===== src/common/pmw_pkg.sv =====
// constants and carrier types for the power mode and wake controller
// assumes a 50 MHz core clock from the internal oscillator
package pmw_pkg;

    // timing
    localparam int CLK_KHZ      = 50000;
    localparam int BAT_LOW_MS   = 5;
    localparam int DEGLITCH_MS  = 32;
    localparam int ACK_WIN_MS   = 128;
    localparam int BAT_LOW_CYC  = BAT_LOW_MS * CLK_KHZ;
    localparam int DEGLITCH_CYC = DEGLITCH_MS * CLK_KHZ;
    localparam int ACK_WIN_CYC  = ACK_WIN_MS * CLK_KHZ;

    // battery thresholds in mV
    localparam logic [11:0] BAT_LOW_BASE_MV = 12'h9C4;
    localparam logic [11:0] BAT_LOW_STEP_MV = 12'h032;
    localparam logic [11:0] BAT_HYST_MV     = 12'h032;
    localparam logic [11:0] BAT_WARN_MV     = 12'h0C8;
    localparam logic [4:0]  BAT_CODE_MAX    = 5'h14;
    localparam logic [7:0]  BAT_LOW_DEF     = 8'h0A;

    // configuration register file
    localparam int          CFG_NUM    = 14;
    localparam logic [3:0]  CFG_PON    = 4'h0;
    localparam logic [3:0]  CFG_LIMIT  = 4'h1;
    localparam logic [3:0]  CFG_BATLOW = 4'h2;
    localparam int          PON_BAT    = 0;
    localparam int          PON_BTN    = 1;
    localparam int          PON_ADP    = 2;
    localparam int          PON_USB    = 3;
    localparam int          PON_ACK    = 4;

    // usb current limit codes and values
    localparam logic [1:0]  LIM_100    = 2'h0;
    localparam logic [1:0]  LIM_500    = 2'h1;
    localparam logic [1:0]  LIM_800    = 2'h2;
    localparam logic [10:0] LIM_100_MA = 11'h064;
    localparam logic [10:0] LIM_500_MA = 11'h1F4;
    localparam logic [10:0] LIM_800_MA = 11'h320;

    // deglitched input lanes
    localparam int DG_BTN = 0;
    localparam int DG_ADP = 1;
    localparam int DG_USB = 2;

    typedef enum logic [3:0] {
        PMW_OFF  = 4'b0001,
        PMW_STBY = 4'b0010,
        PMW_WAIT = 4'b0100,
        PMW_ACT  = 4'b1000
    } pmw_mode_t;

    typedef enum logic [1:0] {
        BSW_REG  = 2'h1,
        BSW_FULL = 2'h2
    } pmw_bsw_t;

    typedef struct packed {
        logic pushButton;
        logic adapter;
        logic usbPower;
        logic usbSuspend;
        logic usbLimitSel;
        logic power_ack_pin;
    } pmw_pins_t;

    typedef struct packed {
        logic       en;
        logic [3:0] addr;
        logic [7:0] data;
    } pmw_cfgwr_t;

    typedef struct packed {
        logic        usbSwitch;
        pmw_bsw_t    batSwitch;
        logic [1:0]  usbLimit;
        logic [10:0] chgCurMa;
    } pmw_path_t;

endpackage


===== src/hdl/pmw_ctrl.sv =====
// power mode and wake controller: battery monitor, wake sources,
// host acknowledge window, usb limit, power path and config store
// assumes synchronous pins and a battery voltage word in mV
`timescale 1ns/1ns
`default_nettype none
// Functional notes
// - battery below low level longer than 5 ms forces power-off unless the adapter is present
// - low level is 2.5 V plus 50 mV per code, up to 3.5 V
// - low condition ends only 50 mV above the low level
// - warning event fires 200 mV above the low level
// - adapter detection starts power-up whatever the battery voltage
// - adapter and usb detection are deglitched for 32 ms
// - usb with battery above alarm level starts power-up
// - usb with low battery waits until battery recovers, then powers up
// - four low event bits record battery, button, adapter, usb wake
// - wake bits clear whenever the device powers off
// - usb suspend pin high disables the usb current path
// - usb current limit defaults to 100 mA
// - charge current on the usb route never exceeds the selected usb limit
// - 800 mA limit is reachable only through the register
// - power path switches follow adapter, usb or battery route
// - fourteen config registers load defaults on every reset
// - standby wakes only on button, adapter or usb
// - system reset output held low unless active
module pmw_ctrl
#(
    parameter int         BAT_LOW_CYC_P = pmw_pkg::BAT_LOW_CYC,
    parameter int         DEGLITCH_P    = pmw_pkg::DEGLITCH_CYC,
    parameter int         ACK_WIN_P     = pmw_pkg::ACK_WIN_CYC,
    parameter logic [7:0] BAT_LOW_DEF_P = pmw_pkg::BAT_LOW_DEF
)
(
    // clock and reset
    input  wire logic            clk,
    input  wire logic            reset_n,
    // pins and measurements
    input  wire pmw_pkg::pmw_pins_t pins,
    input  wire logic [11:0]     batteryMv,
    input  wire logic [10:0]     chgProgMa,
    // configuration access
    input  wire pmw_pkg::pmw_cfgwr_t cfgWr,
    input  wire logic [3:0]      cfgRdAddr,
    output logic [7:0]           cfgRdData,
    // status and events
    output pmw_pkg::pmw_mode_t   modeOut,
    output logic [3:0]           wakeSrc,
    output logic                 seqStart,
    output logic                 batWarnPulse,
    // power path
    output pmw_pkg::pmw_path_t   pathOut,
    // open-drain system reset
    output logic                 sysResetOut,
    output logic                 sysResetOe
);
    import pmw_pkg::*;

    localparam int LOW_W = $clog2(BAT_LOW_CYC_P + 1);
    localparam int ACK_W = $clog2(ACK_WIN_P + 1);
    localparam logic [CFG_NUM*8-1:0] CFG_RST =
        (CFG_NUM*8)'(BAT_LOW_DEF_P) << (8 * CFG_BATLOW);

    typedef struct packed {
        pmw_mode_t                 mode;
        logic [CFG_NUM-1:0][7:0]   cfg;
        logic                      batLow;
        logic                      batWarn;
        logic [LOW_W-1:0]          lowCnt;
        logic [ACK_W-1:0]          ackCnt;
        logic                      usbPend;
        logic                      seqStart;
        logic                      warnPulse;
        logic [7:0]                rdData;
        pmw_path_t                 path;
        logic                      rstLvl;
        logic                      rstOe;
    } pmw_core_t;

    pmw_core_t r;
    pmw_core_t n;
    logic [2:0] dgl;
    logic [2:0] rise;
    logic [2:0] rawIn;

    assign rawIn = {pins.usbPower, pins.adapter, pins.pushButton};

    genvar gi;
    generate
        for (gi = 0; gi < 3; gi++)
        begin : g_dg
            pmw_deglitch #(.CYC(DEGLITCH_P)) u_dg
            (
                .clk     (clk),
                .reset_n (reset_n),
                .rawIn   (rawIn[gi]),
                .level   (dgl[gi]),
                .rise    (rise[gi])
            );
        end
    endgenerate

    logic [4:0]  thrCode;
    logic [11:0] lowMv;
    logic [11:0] warnMv;
    logic        shutdown;
    logic        ack;
    logic        batRecover;
    logic        usbWake;
    logic [3:0]  wakeBits;
    logic [1:0]  regLim;
    logic [1:0]  limCode;
    logic [10:0] limMa;

    always_comb
    begin
        n = r;
        n.seqStart  = 1'b0;
        n.warnPulse = 1'b0;
        wakeBits    = 4'h0;

        // codes above the range clamp to the top threshold
        thrCode = (r.cfg[CFG_BATLOW][4:0] > BAT_CODE_MAX) ?
                  BAT_CODE_MAX : r.cfg[CFG_BATLOW][4:0];
        lowMv  = BAT_LOW_BASE_MV + 12'(thrCode) * BAT_LOW_STEP_MV;
        warnMv = lowMv + BAT_WARN_MV;

        if (batteryMv < lowMv)
            n.batLow = 1'b1;
        else if (batteryMv > lowMv + BAT_HYST_MV)
            n.batLow = 1'b0;

        if (batteryMv < warnMv)
        begin
            n.batWarn = 1'b1;
            n.warnPulse = !r.batWarn;
        end
        else if (batteryMv > warnMv + BAT_HYST_MV)
            n.batWarn = 1'b0;

        if (!r.batLow)
            n.lowCnt = '0;
        else if (r.lowCnt != LOW_W'(BAT_LOW_CYC_P))
            n.lowCnt = r.lowCnt + 1'b1;

        // external adapter keeps the system up on a flat battery
        // a battery recovering this cycle must not mask its own wake
        shutdown = (r.lowCnt == LOW_W'(BAT_LOW_CYC_P)) && n.batLow
                   && !dgl[DG_ADP];
        ack = r.cfg[CFG_PON][PON_ACK] | pins.power_ack_pin;
        batRecover = r.batLow && !n.batLow;

        // usb seen on a low battery waits for the charge to recover
        if (rise[DG_USB] && r.batLow)
            n.usbPend = 1'b1;
        if (!dgl[DG_USB])
            n.usbPend = 1'b0;
        usbWake = dgl[DG_USB] && !r.batLow
                  && (rise[DG_USB] || r.usbPend);

        wakeBits[PON_ADP] = rise[DG_ADP];
        wakeBits[PON_USB] = usbWake;
        wakeBits[PON_BTN] = rise[DG_BTN] && (r.mode == PMW_STBY);
        wakeBits[PON_BAT] = batRecover && (r.mode == PMW_OFF);

        unique case (r.mode)
            PMW_OFF, PMW_STBY:
            begin
                if (shutdown)
                    n.mode = PMW_OFF;
                else if (wakeBits != 4'h0)
                begin
                    n.mode   = PMW_WAIT;
                    n.ackCnt = '0;
                    n.seqStart = 1'b1;
                    n.usbPend  = 1'b0;
                    n.cfg[CFG_PON][3:0] = wakeBits;
                    n.cfg[CFG_PON][PON_ACK] = 1'b0;
                end
            end
            PMW_WAIT:
            begin
                n.ackCnt = r.ackCnt + 1'b1;
                if (shutdown)
                    n.mode = PMW_OFF;
                else if (ack)
                    n.mode = PMW_ACT;
                else if (r.ackCnt == ACK_W'(ACK_WIN_P - 1))
                    n.mode = PMW_STBY;
            end
            PMW_ACT:
            begin
                if (shutdown)
                    n.mode = PMW_OFF;
            end
        endcase

        if (n.mode == PMW_OFF)
            n.cfg[CFG_PON][3:0] = 4'h0;

        // host write lands last so a set beats the hardware clear
        if (cfgWr.en && (cfgWr.addr < 4'(CFG_NUM)))
        begin
            if (cfgWr.addr == CFG_PON)
                n.cfg[CFG_PON][7:4] = cfgWr.data[7:4];
            else
                n.cfg[cfgWr.addr] = cfgWr.data;
        end

        n.rdData = (cfgRdAddr < 4'(CFG_NUM)) ? r.cfg[cfgRdAddr] : 8'h00;

        // register code 500 or 800 overrides the pin
        regLim = r.cfg[CFG_LIMIT][1:0];
        if (regLim == LIM_500 || regLim == LIM_800)
            limCode = regLim;
        else
            limCode = pins.usbLimitSel ? LIM_500 : LIM_100;
        unique case (limCode)
            LIM_500: limMa = LIM_500_MA;
            LIM_800: limMa = LIM_800_MA;
            default: limMa = LIM_100_MA;
        endcase

        n.path.usbLimit = limCode;
        if (dgl[DG_ADP])
        begin
            n.path.usbSwitch = 1'b0;
            n.path.batSwitch = BSW_REG;
            n.path.chgCurMa  = chgProgMa;
        end
        else if (dgl[DG_USB] && !pins.usbSuspend)
        begin
            n.path.usbSwitch = 1'b1;
            n.path.batSwitch = BSW_REG;
            n.path.chgCurMa  = (chgProgMa > limMa) ? limMa : chgProgMa;
        end
        else
        begin
            n.path.usbSwitch = 1'b0;
            n.path.batSwitch = BSW_FULL;
            n.path.chgCurMa  = 11'h000;
        end

        n.rstLvl = 1'b0;
        n.rstOe  = (n.mode != PMW_ACT);
    end

    always_ff @(posedge clk or negedge reset_n)
    begin
        if (!reset_n)
        begin
            // every reset reloads the config defaults
            r <= '{mode: PMW_OFF, cfg: CFG_RST, batLow: 1'b1,
                   batWarn: 1'b1, path: '{1'b0, BSW_FULL, LIM_100, 11'h000},
                   rstOe: 1'b1, default: '0};
        end
        else
            r <= n;
    end

    assign modeOut      = r.mode;
    assign wakeSrc      = r.cfg[CFG_PON][3:0];
    assign seqStart     = r.seqStart;
    assign batWarnPulse = r.warnPulse;
    assign cfgRdData    = r.rdData;
    assign pathOut      = r.path;
    assign sysResetOut  = r.rstLvl;
    assign sysResetOe   = r.rstOe;
endmodule
`default_nettype wire


===== src/hdl/pmw_deglitch.sv =====
// input deglitch filter: level follows input only after it held steady
// assumes the input is already synchronous to clk
`timescale 1ns/1ns
`default_nettype none
module pmw_deglitch
#(
    parameter int CYC = 1600000
)
(
    // clock and reset
    input  wire logic clk,
    input  wire logic reset_n,
    // raw and filtered level
    input  wire logic rawIn,
    output logic      level,
    output logic      rise
);
    import pmw_pkg::*;

    localparam int W = $clog2(CYC + 1);

    typedef struct packed {
        logic         level;
        logic         rise;
        logic [W-1:0] cnt;
    } pmw_dg_t;

    pmw_dg_t r;
    pmw_dg_t n;

    always_comb
    begin
        n = r;
        n.rise = 1'b0;
        if (rawIn == r.level)
            n.cnt = '0;
        else if (r.cnt == W'(CYC - 1))
        begin
            n.level = rawIn;
            n.rise  = rawIn;
            n.cnt   = '0;
        end
        else
            n.cnt = r.cnt + 1'b1;
    end

    always_ff @(posedge clk or negedge reset_n)
    begin
        if (!reset_n)
            r <= '0;
        else
            r <= n;
    end

    assign level = r.level;
    assign rise  = r.rise;
endmodule
`default_nettype wire


===== config.mk =====
export PLATFORM = sky130hd
export DESIGN_NAME = pmw_ctrl
export DESIGN_NICKNAME = d
export VERILOG_FILES = /design/src/common/pmw_pkg.sv /design/src/hdl/pmw_ctrl.sv /design/src/hdl/pmw_deglitch.sv
export SDC_FILE = /design/constraint.sdc
export NUM_CORES = 1
export LEC_CHECK = 0
export BUFFER_PORTS_ARGS = -buffer_cell sky130_fd_sc_hd__buf_4
export CORE_MARGIN = 1.5
export CORE_UTILIZATION = 60
export DETAILED_ROUTE_END_ITERATION = 16
export PLACE_DENSITY = 0.79
export REMOVE_ABC_BUFFERS = 1
export SLEW_MARGIN = 20
export SYNTH_ARGS = -nofsm -noshare
export SYNTH_HDL_FRONTEND = slang
export SYNTH_SLANG_ARGS = --single-unit

===== constraint.sdc =====
create_clock -name clk -period 7 [get_ports clk]
set_input_delay 0.35 -clock clk [delete_from_list [all_inputs] [get_ports clk]]
set_output_delay 0.35 -clock clk [all_outputs]
set_load 0.005 [all_outputs]

### Yosys cells after proc, flatten, opt, wreduce, memory -nomap -nowiden

Index checks and enable logic that the tools add are counted.

| storage, ports and cells | value |
|---|---|
| output and inout bits | 36 |
| input port bits | 48 |
| memories | 0 |
| latch bits | 0 |
| bits in writable memories | 0 |
| bits in read-only memories | 0 |
| logic and storage cells | 168 |
| flip-flop bits (word level) | 256 |

| cells by class | value |
|---|---|
| muxes and demuxes | 54 |
| shifts and indexed selects | 0 |
| eq/ne operators | 22 |
| $mul | 1 |
| reductions and logical operators | 28 |
| div/mod/pow operators | 0 |
| magnitude comparators | 11 |
| $add $sub $neg | 9 |
| bitwise logic cells | 5 |

Operator list:

| operator | number |
|---|---|
| $mux 21 | 6 |
| $bwmux 112 | 1 |
| $add 21x1->21 const B | 3 |
| $eq 21x21->1 const B | 3 |
| $mux 25 | 2 |
| $pmux 23 s2 | 1 |
| $mux 18 | 2 |
| $mux 4 | 9 |
| $mux 11 | 3 |
| $bmux 8 s4 | 1 |
| $demux 8 s4 | 1 |
| $mux 5 | 5 |
| $add 12x6->12 const B | 2 |
| $gt 12x12->1 | 2 |
| $lt 12x12->1 | 2 |
| $mux 8 | 3 |
| $add 23x1->23 const B | 1 |
| $eq 23x23->1 const B | 1 |
| $pmux 10 s2 | 1 |
| $add 18x1->18 const B | 1 |
| $eq 18x18->1 const B | 1 |
| $ne 18x18->1 const B | 1 |
| $mux 1 | 14 |
| $add 12x11->12 const A | 1 |
| 31 further kinds | 63 |

### Longest topological paths before layout

Gate-level depths: netlist of the first run.

| logic depth | value |
|---|---|
| word-level depth | 20 |
| depth in mapped cells | 25 |
| depth with buffers taken out | 24 |

### By module

A second synthesis of the first run with hierarchy kept.

| unflattened totals | value |
|---|---|
| cells, all modules | 1325 |
| area total of the unflattened synthesis | 14667.8 µm² |

By module, submodules not included:

| module | seq. area each (µm²) | cells an instance | area each (µm²) | instances |
|---|---|---|---|---|
| pmw_ctrl | 4688.2 | 983 | 11109.4 | 1 |
| pmw_deglitch | 575.6 | 114 | 1186.1 | 3 |

### Worst setup path after synthesis of the first run

OpenSTA, ideal clock, no wires.

| timing | value |
|---|---|
| path kind | reg-to-reg |
| start | register r[91] in the netlist's numbering |
| end | register r[32] in the netlist's numbering |
| required time | 6.879 ns |
| setup slack | 1.851 ns |
| period minus slack after synthesis | 5.149 ns |
| cell stages (with the launch flop) | 25 |
| arrival | 5.027 ns |
| path through | dfstp_2 o21ai_0 nand2_1 inv_1 ha_1 inv_1 ha_1 ha_1 inv_1 fa_1 xor2_2 nand3_2 xnor2_2 inv_2 or3_1 xnor2_1 ha_1 nand4_1 nor3_1 nor4_1 a211oi_2 o211ai_1 a21oi_2 buf_2 nor2_1 |

| on the way | value |
|---|---|
| cells in the longest elaborated chain, start to end | 14 |

Ends and longest elaborated chain:

| item | line | source |
|---|---|---|
| start, declared | pmw_ctrl.sv:78 | `pmw_core_t r;` |
| start signal, assigned | pmw_ctrl.sv:251 | `r <= '{mode: PMW_OFF, cfg: CFG_RST, batLow: 1'b1,` |
| start signal, assigned | pmw_ctrl.sv:256 | `r <= n;` |
| $gt 5x5->1 | pmw_ctrl.sv:121 | `thrCode = (r.cfg[CFG_BATLOW][4:0] > BAT_CODE_MAX) ?` |
| $mux 5 * | pmw_ctrl.sv:121 |  |
| $mul 5x5->10 * | pmw_ctrl.sv:123 | `lowMv = BAT_LOW_BASE_MV + 12'(thrCode) * BAT_LOW_STEP_MV;` |
| $add 12x11->12 * | pmw_ctrl.sv:123 |  |
| $add 12x6->12 | pmw_ctrl.sv:128 | `else if (batteryMv > lowMv + BAT_HYST_MV)` |
| $gt 12x12->1 | pmw_ctrl.sv:128 |  |
| $mux 1 | pmw_ctrl.sv:128 |  |
| $mux 1 * | pmw_ctrl.sv:126 | `if (batteryMv < lowMv)` |
| $logic_not 1->1 | pmw_ctrl.sv:149 | `batRecover = r.batLow && !n.batLow;` |
| $logic_and 1x1->1 | pmw_ctrl.sv:149 |  |
| $logic_and 1x1->1 | pmw_ctrl.sv:162 | `wakeBits[PON_BAT] = batRecover && (r.mode == PMW_OFF);` |
| $reduce_bool 4->1 | pmw_ctrl.sv:169 | `else if (wakeBits != 4'h0)` |
| $ne 2x2->1 (no source line) | - |  |
| $reduce_and 3->1 (no source line) * | - |  |

Mark *: on every way between the ends. The rest lies on a longest branch, timed or not.
A chain may end at the register's enable or synchronous reset.

### Worst setup path after layout of the first run

| timing | value |
|---|---|
| start | register r[92] in the netlist's numbering |
| end | register r[29] in the netlist's numbering |

The elaborated chain is that of the path after synthesis.

==> results_dict.tcl, run 1 <==
set metrics [dict create \
    status "complete, no violations" \
    synth.top_cell.area_share_pct 43.7 \
    cts_tree "done" \
    path_class "flop to flop" \
    fin_skew_ns 0.0142 \
    drt-vias-per-instance 5.77 \
    path_delay_family "adder cells" \
    pin_count 84 \
    ys_seq_elements 256 \
    synth_top_cells_by_area "dfrtp_1 (44%), mux2_2 (8.5%), ha_1 (6.5%)" \
    drt_iter0_drc 584 \
    path_max_fanout 26 \
    fmax_ghz 0.174 \
    start_kind "flop" \
    grt_pass1_vias 9679 \
    hold_path_class "input port to flop" \
    stdcell_count 1698 \
    ys_async_sr_fraction_pct 100 \
    worstPathRequired_ns 7.40 \
    cts_max_path_buffers 3 \
    syn_to_final_growth_pct 11.7 \
    grt_pass1_wl_mm 48.6 \
    antenna_found_initial 0 \
    cts_inserted_buffers 28 \
    tightest_slew_ns 1.05 \
    wirelength_mm 29.9 \
    io_buffers 82 \
    post-dp-hpwl_mm 20.8 \
    p_total_w 0.00654 \
    place_inst 1646 \
    grt.overflow.total 0 \
    fin_hold_ws_ns 0.0710 \
    yosysWarnings 0 \
    netlist_instances 1314 \
    peakVddDrop_mv 0.466 \
    end_kind "flop" \
    path_cells "o21ai_0 > nand2_1 > inv_1 > ha_1 > inv_1 > ha_1 > ha_1 > inv_1 > fa_1 > xor2_2 > nand3_2 > xnor2_2 > inv_2 > or3_1 > xnor2_1 > ha_1 > nand4_1 > nor3_1 > nor4_1 > a211oi_2 > o211ai_1 > a21oi_2 > buf_4 > o21ai_0" \
    dr.pass1.iters 5 \
    cts_resized 0 \
    die_h_um 157 \
    ys_seq_area_share_pct 45.0 \
    die-width_um 157 \
    max-slew-margin-rel_pct 30.0 \
    diodes 0 \
    fin_crit_sh_pct 81.9 \
    layout_min_cycle_time_ns 5.73 \
    slowest_stage "dfrtp_1" \
    coreArea_um2 23400 \
    final.setup.tns_ns 0 \
    routabilityCongestion 0.924 \
    layout_common_cells "dfrtp_1 (249), nor2_1 (140), nand2_1 (108)" \
    dp_slack_ns 1.27 \
    postCtsSetupBuffers 0 \
    synth_edf_count 0 \
    yosysTopAreaCell "dfrtp_1" \
    drive_gt1_share_pct 22.7 \
    synth_area_um2 14300 \
    rows 56 \
    dieArea_um2 24700 \
    wl_per_cell_um 17.6 \
    drc 0 \
    start_util_pct 60.9 \
    synthFlopType "dfrtp_1" \
    rsz0062_at_grt "false" \
    synth_cell_types 82 \
    setup_viol 0 \
    clk_pin_slew_ns 0.06 \
    crit_path_frequent_cell "ha_1" \
    maxSlewViolCount 0 \
    worst_slack_ns 1.27 \
    maxCapViolations 0 \
    avgSynthCellArea_um2 10.9 \
    clock_latency_ns 0.54 \
    leakagePower_nw 7.23 \
    cts_sinks 256 \
    num_vias 9805 \
    worst_ep_arrival_time_ns 6.13 \
    finalHoldViolations 0 \
    drtAntennaViolNets 0 \
    grt_max_degree 138 \
    grt_usage_pct 24.7 \
    layout_commonest_cell "dfrtp_1" \
    p_per_area_nw_per_um2 411 \
    cp.buffers_inverters 5 \
    cp_slowest_stage_delay_ns 0.56 \
    cts_root_buf "clkbuf_16" \
    nNetsFinal 1482 \
    htreeDepth 1 \
]
-- worst register-to-register path, cell delays in order (launching register included) --
cell and delay (ns):
dfrtp_1 0.56, o21ai_0 0.19, nand2_1 0.13, inv_1 0.12, ha_1 0.30, inv_1 0.06, ha_1 0.27, ha_1 0.18
inv_1 0.06, fa_1 0.42, xor2_2 0.28, nand3_2 0.15, xnor2_2 0.27, inv_2 0.16, or3_1 0.43, xnor2_1 0.15
ha_1 0.29, nand4_1 0.16, nor3_1 0.24, nor4_1 0.09, a211oi_2 0.36, o211ai_1 0.17, a21oi_2 0.14, buf_4 0.29
o21ai_0 0.14
-- final cells by class --
class	count	area, um^2
clock buffers	35	798
multi-input cells	933	7240
inverters	53	199
flip-flops and latches	256	6410
repair buffers	87	683
clock inverters	15	184
well taps	319	399
fillers	1699	7480
-- synth_stat cells (18+ instances only) --
cell type,instances
inv_1,49
mux2_2,107
dfrtp_1,249
nand3_1,58
clkbuf_1,30
o21ai_0,27
xor2_1,52
mux4_2,24
xnor2_1,56
and3_1,24
a21oi_1,25
nor3_1,22
nand4_1,18
ha_1,74
nor2_1,140
nand2_1,108
buf_4,33
-- registers in the layout (all words and copies together) (netlist names) --
signal           count
seqStart             1
r                  152
g_dg.u_dg.level      3
g_dg.u_dg.rise       3
g_dg.u_dg.r         63
wakeSrc              4
cfgRdData            8
pathOut             16
batWarnPulse         1
modeOut              4
sysResetOe           1
-- what timing repair did --
action	4_1_cts	5_1_grt
setup endpoints to repair	0	0
hold buffers	1	0
hold endpoints to repair	14	0
-- stage by stage --
stage	util, %	area [um^2]
2_1_floorplan	-	13900
3_3_place_gp	63.7	14900
3_5_place_dp	63.7	14900
4_1_cts	67.9	15900
5_1_grt	68.0	15900
6_report	68.0	15900
-- path summary, 6_finish.rpt --
path / slack, ns / from / depth (start not counted) / end
hold reg to reg: 0.49 / g_dg[1].u_dg.r[0] / 1 / g_dg[1].u_dg.r[0]
max in group asynchronous: 5.35 / reset_n / 4 / r[106]
setup reg to reg: 1.27 / r[92] / 24 / r[29]
setup / recovery: 1.27 / r[92] / 24 / r[29]
min in group asynchronous: 0.29 / reset_n / 2 / g_dg[1].u_dg.r[3]
hold / removal: 0.07 / chgProgMa[5] / 2 / pathOut[5]
-- logic make-up (layout without fill, tap and decap cells) --
family | after synthesis | after routing | synth area share, %
AOI/OAI and AO/OA | 123 | 123 | 5.96
other | 1 | 1 | 0.0263
and+or+nand+nor | 466 | 466 | 16.5
xor gates and xnor gates | 121 | 121 | 8.35
muxes | 147 | 147 | 13.4
DFF | 256 | 256 | 45.0
buffers and inverters | 125 | 190 | 4.20
adders and majority gates | 75 | 75 | 6.63
-- power breakdown --
group | switching, W | internal, W | total, W
Combinational | 0.00168 | 0.00148 | 0.00316
Sequential | 0.000141 | 0.00169 | 0.00183
Clock | 0.000597 | 0.000952 | 0.00155
-- layer usage --
layer	track usage, %	vias to the layer above	routed length (um)
met4	4.90	0	424
met5	0	-	0
met3	3.17	40	1390
li1	-	4643	-
met2	41.2	200	14500
met1	35.0	4922	13600
Power figures use the tool's default switching activity.
==> run 2: changes to the inputs <==
ABC_AREA = 1   (was unset)
clock period = 5.8 ns   (was 7 ns; I/O delays follow)
==> run 2 against run 1 <==
  * Critical path depth is 13 higher
  * Highest routed layer unchanged
  * Synthesized area is 2.5% higher
  * Clock skew is 0.0076 ns lower
  * Non-clock buffer count is 16 higher
==> results_dict.tcl, run 2 <==
set metrics [dict create \
    worstPathRequired_ns 6.19 \
    layout_common_cells "nand2_1 (335), dfrtp_1 (249), inv_1 (223)" \
    yosysTopAreaCell "dfrtp_1" \
    fin_hold_ws_ns 0.0196 \
    layout_commonest_cell "nand2_1" \
    grt_pass1_vias 12200 \
    setup_viol 0 \
    status "complete, no violations" \
    ys_async_sr_fraction_pct 100 \
    routabilityCongestion 0.940 \
    peakVddDrop_mv 0.401 \
    synth_area_um2 14600 \
    cts_root_buf "clkbuf_16" \
    placedInstanceArea_um2 15200 \
    grt_max_degree 171 \
    maxSlewViolCount 0 \
    netlist_instances 1856 \
    cts_tree "done" \
    nNetsFinal 2029 \
    cp.buffers_inverters 8 \
    fin_crit_sh_pct 92.9 \
    post-dp-hpwl_mm 23.4 \
    crit_path_frequent_cell "nand2_1" \
    ys_seq_elements 256 \
    dieArea_um2 25300 \
    htreeDepth 1 \
    yosysMostFrequentCell "nand2_1" \
    num_vias 12700 \
    yosysWarnings 0 \
    wirelength_mm 33.9 \
    synth_cell_types 53 \
    clk_pin_slew_ns 0.06 \
    die_h_um 159 \
    grt_pass1_wl_mm 57.2 \
    max-slew-margin-rel_pct 30.6 \
    io_buffers 82 \
    end_kind "flop" \
    cts_max_path_buffers 3 \
    slowest_stage "dfstp_2" \
    layout_min_cycle_time_ns 5.39 \
    synthFlopType "dfrtp_1" \
    start_kind "flop" \
    fmax_ghz 0.186 \
    synth.top_cell.area_share_pct 42.6 \
    antenna_found_initial 0 \
    cp_slowest_stage_delay_ns 0.55 \
    fin_skew_ns 0.00662 \
    ys_seq_area_share_pct 43.9 \
    drtAntennaViolNets 0 \
    tightest_slew_ns 1.04 \
    grt_usage_pct 26.9 \
    maxCapViolations 0 \
    synth_edf_count 0 \
    diodes 0 \
    drt-vias-per-instance 5.65 \
    path_delay_family "simple AND/OR/NAND/NOR gates" \
    path_class "flop to flop" \
    grt.overflow.total 0 \
    drt_iter0_drc 1118 \
    final.setup.tns_ns 0 \
    start_util_pct 61.7 \
    leakagePower_nw 7.84 \
    wl_per_cell_um 15.1 \
    dr.pass1.iters 5 \
    regMostFlops "r" \
    cts_inserted_buffers 27 \
    finalHoldViolations 0 \
    synth_top_cells_by_area "dfrtp_1 (43%), nand2_1 (8.7%), o21ai_0 (6.7%)" \
    cts_sinks 256 \
    drive_gt1_share_pct 10.1 \
    coreArea_um2 23700 \
    path_max_fanout 10 \
    design_area_um2 16400 \
    fillers 1954 \
    hold_path_class "input port to flop" \
    worst_ep_arrival_time_ns 5.78 \
    clock_latency_ns 0.53 \
    die-width_um 159 \
    p_per_area_nw_per_um2 412 \
    drc 0 \
    syn_to_final_growth_pct 12.0 \
    synth_commonest_cells "nand2_1 (337), dfrtp_1 (249), inv_1 (224), nor2_1 (217), o21ai_0 (195)" \
    rows 56 \
    pin_count 84 \
    avgSynthCellArea_um2 7.87 \
    largest_reg_flops 152 \
]
[run 2: changes by cell type after synthesis, moves of 16 or more]
cell / change
a21oi_1: +86
and3_1: -23
inv_1: +175
mux2_2: -107
mux2i_1: -16
mux4_2: -24
nand2_1: +229
nand3_1: +38
nor2_1: +77
nor3_1: +26
o21ai_0: +168
or3_1: -16
xnor2_1: -47
[run 2: path summary, 6_finish.rpt]
kind | startpoint | end | slack, ns | cells past startpoint
min in group asynchronous | reset_n | g_dg[2].u_dg.r[6] | 0.34 | 2
min reg2reg | r[70] | r[70] | 0.47 | 2
max | r[91] | r[41] | 0.41 | 37
min | pins[4] | g_dg[1].u_dg.level | 0.02 | 3
max in group asynchronous | reset_n | r[159] | 4.10 | 3
max reg2reg | r[91] | r[41] | 0.41 | 37
[run 2: layout make-up]
cell class | instances | area (um^2) | share of cell area [%]
multi-input combinational | 1286 | 6910 | 42.2
sequential | 256 | 6410 | 39.2
inverter | 232 | 871 | 5.32
timing repair buffer | 103 | 861 | 5.26
clock buffer | 40 | 795 | 4.86
tap | 319 | 399 | 2.44
clock inverter | 7 | 110 | 0.673
[run 2: kinds of logic after synthesis]
| family | Yosys count | synth area share [%] |
|---|---|---|
| AND/OR/NAND/NOR | 801 | 24.5 |
| AO/OA/AOI/OAI | 358 | 13.0 |
| buffers and inverters | 314 | 9.00 |
| flip-flops | 256 | 43.9 |
| adder cells (fa/ha/maj) | 75 | 6.47 |
| XOR/XNOR | 51 | 3.06 |
| other | 1 | 0.0257 |
[run 2: layer usage]
metal	wire, um	share of wire (%)	GRT usage (%)
met4	919	2.7	8.53
met2	15900	47	44.8
met3	2020	6.0	3.20
met1	15000	44	37.0
met5	0	0	0
[run 2: tightest hold or removal path, cell delays in order]
cell	delay [ns]
buf_4	0.09
nand2_1	0.06
o21ai_0	0.07
[run 2: power by group]
group          internal [W]  leakage (nW)  switching (W)  total (W)
sequential          0.00210          3.24       0.000227    0.00233
clock               0.00107         0.448       0.000701    0.00177
combinational      0.000994          4.15        0.00165    0.00264
[run 2: per-stage QoR]
step	power (W)	utilization (%)	setup WS [ns]	std cells
3_3_place_gp	0.00481	64.3	0.597	2178
3_5_place_dp	0.00494	64.3	0.376	2178
5_1_grt	0.00726	69.1	-0.00596	2243
2_1_floorplan	0.00427	-	0.941	1774
4_1_cts	0.00673	68.8	0.335	2242
6_report	0.00674	69.1	0.410	2243
[run 2: what timing repair did]
item                       4_1_cts  5_1_grt
hold buffers                    17        0
setup endpoints to repair        0       24
hold endpoints to repair       109        0
resized for setup                0        8
buffers inserted                 0        0
==> run 3: changes to the inputs <==
CORE_MARGIN = 3   (was 1.5)
clock period = 6.9 ns   (was 5.8 ns; I/O delays follow)
==> run 3 against run 2 <==
  * Sequential cell count unchanged
  * Routed wire length is 1.2% higher
  * Register-to-register slack better by 0.70 ns
  * Non-clock buffer count fell by 17
==> results_dict.tcl, run 3 (synthesis gave the netlist of run 2 again) <==
set metrics [dict create \
    htreeDepth 1 \
    start_util_pct 61.7 \
    cts_tree "done" \
    cts_hold_buf 1 \
    die-width_um 162 \
    clock_latency_ns 0.54 \
    regMostFlops "r" \
    pin_count 84 \
    p_per_area_nw_per_um2 352 \
    setup_viol 0 \
    hold_path_class "input port to flop" \
    fin_crit_sh_pct 83.9 \
    status "complete, no violations" \
    crit-reg2reg-launch "r[91]" \
    worstPathRequired_ns 7.28 \
    final.setup.tns_ns 0 \
    startpoint "r[91]" \
    fin_skew_ns 0.00971 \
    wl_per_cell_um 15.4 \
    clk_pin_slew_ns 0.06 \
    grt_max_degree 116 \
    antenna_found_initial 0 \
    die_h_um 162 \
    maxSlewViolCount 0 \
    largest_reg_flops 152 \
    drt_iter0_drc 1137 \
    diodes 0 \
    grt.overflow.total 0 \
    cts_resized 0 \
    cts_max_path_buffers 3 \
    path_max_fanout 20 \
    io_buffers 82 \
    fin_hold_ws_ns 0.0258 \
    hold_path.startpoint "chgProgMa[10]" \
    dieArea_um2 26300 \
    path_class "flop to flop" \
    grt_usage_pct 26.3 \
    layout_commonest_cell "nand2_1" \
    grt_pass1_vias 12100 \
    start_kind "flop" \
    end_kind "flop" \
    drc 0 \
    drive_gt1_share_pct 9.63 \
    p_total_w 0.00569 \
    r2r_cells 34 \
    rows 56 \
    wirelength_mm 34.3 \
    cts_root_buf "clkbuf_16" \
    fillers 1978 \
    leakagePower_nw 7.77 \
    coreArea_um2 23700 \
    maxCapViolations 0 \
    routabilityCongestion 0.910 \
    max-slew-margin-rel_pct 26.6 \
    tightest_slew_ns 1.10 \
    hold-path-cell-count 3 \
    slowest_stage "dfstp_2" \
    post-dp-hpwl_mm 23.7 \
    layout_min_cycle_time_ns 5.79 \
    syn_to_final_growth_pct 10.7 \
    worst_ep_arrival_time_ns 6.17 \
    design_area_um2 16200 \
    cts_inserted_buffers 28 \
    fmax_ghz 0.173 \
    rsz0062_at_grt "false" \
    layout_common_cells "nand2_1 (337), dfrtp_1 (249), inv_1 (224)" \
    postCtsSetupBuffers 0 \
    num_vias 12500 \
    fin_util_pct 68.3 \
    cp_slowest_stage_delay_ns 0.54 \
    cts_sinks 256 \
    grt_pass1_wl_mm 57.6 \
    drt-vias-per-instance 5.59 \
    finalHoldViolations 0 \
    peakVddDrop_mv 0.328 \
    nNetsFinal 2013 \
    drtAntennaViolNets 0 \
    dr.pass1.iters 8 \
    placedInstanceArea_um2 15200 \
]
## run 3: changes by cell type in the layout (fill, tap and decap cells not counted), sizes merged
cell         previous run  this run
inv                   230       231
bufinv                  3         2
clkbuf                 41        46
dlygate4sd3            17         1
clkinv                  6         4
## run 3: final cells by class
cell class / instances / area [um^2] / area share, %
Sequential cell: 256 / 6410 / 39.7
Clock buffer: 46 / 870 / 5.38
Clock inverter: 5 / 78.8 / 0.488
Tap cell: 319 / 399 / 2.47
Multi-Input combinational cell: 1286 / 6880 / 42.6
Inverter: 232 / 871 / 5.39
Timing Repair Buffer: 86 / 656 / 4.05
## run 3: power breakdown
group | switching [W] | internal [W]
Combinational | 0.00138 | 0.000826
Clock | 0.000595 | 0.000930
Sequential | 0.000200 | 0.00177
Total | 0.00217 | 0.00352
## run 3: per-stage QoR
stage / setup WS (ns) / std cells
final: 1.11 / 2230
after global routing: 0.465 / 2230
after CTS: 1.14 / 2230
after detailed placement: 1.15 / 2178
after global placement: 1.44 / 2178
after floorplan: 2.04 / 1774
## run 3: critical path: cells and delay by family, from the launching register on
| family | cells | cell delay [ns] |
|---|---|---|
| XOR/XNOR | 1 | 0.31 |
| adder cells (fa/ha/maj) | 3 | 1.08 |
| buffers and inverters | 9 | 0.85 |
| AO/OA/AOI/OAI | 4 | 0.68 |
| AND/OR/NAND/NOR | 17 | 2.17 |
| flip-flops | 1 | 0.54 |
## run 3: final timing paths
kind                                      to  slack, ns
max                                    r[35]       1.11
min                              pathOut[10]       0.03
max reg2reg                            r[35]       1.11
min reg2reg                            r[70]       0.47
max in group asynchronous              r[45]       4.92
min in group asynchronous  g_dg[2].u_dg.r[7]       0.43
## run 3: metal layers
layer / track usage [%] / wire length (um)
met1: 37.4 / 15500
met2: 43.8 / 16200
met3: 3.14 / 1840
met4: 5.93 / 663
met5: 0 / 0
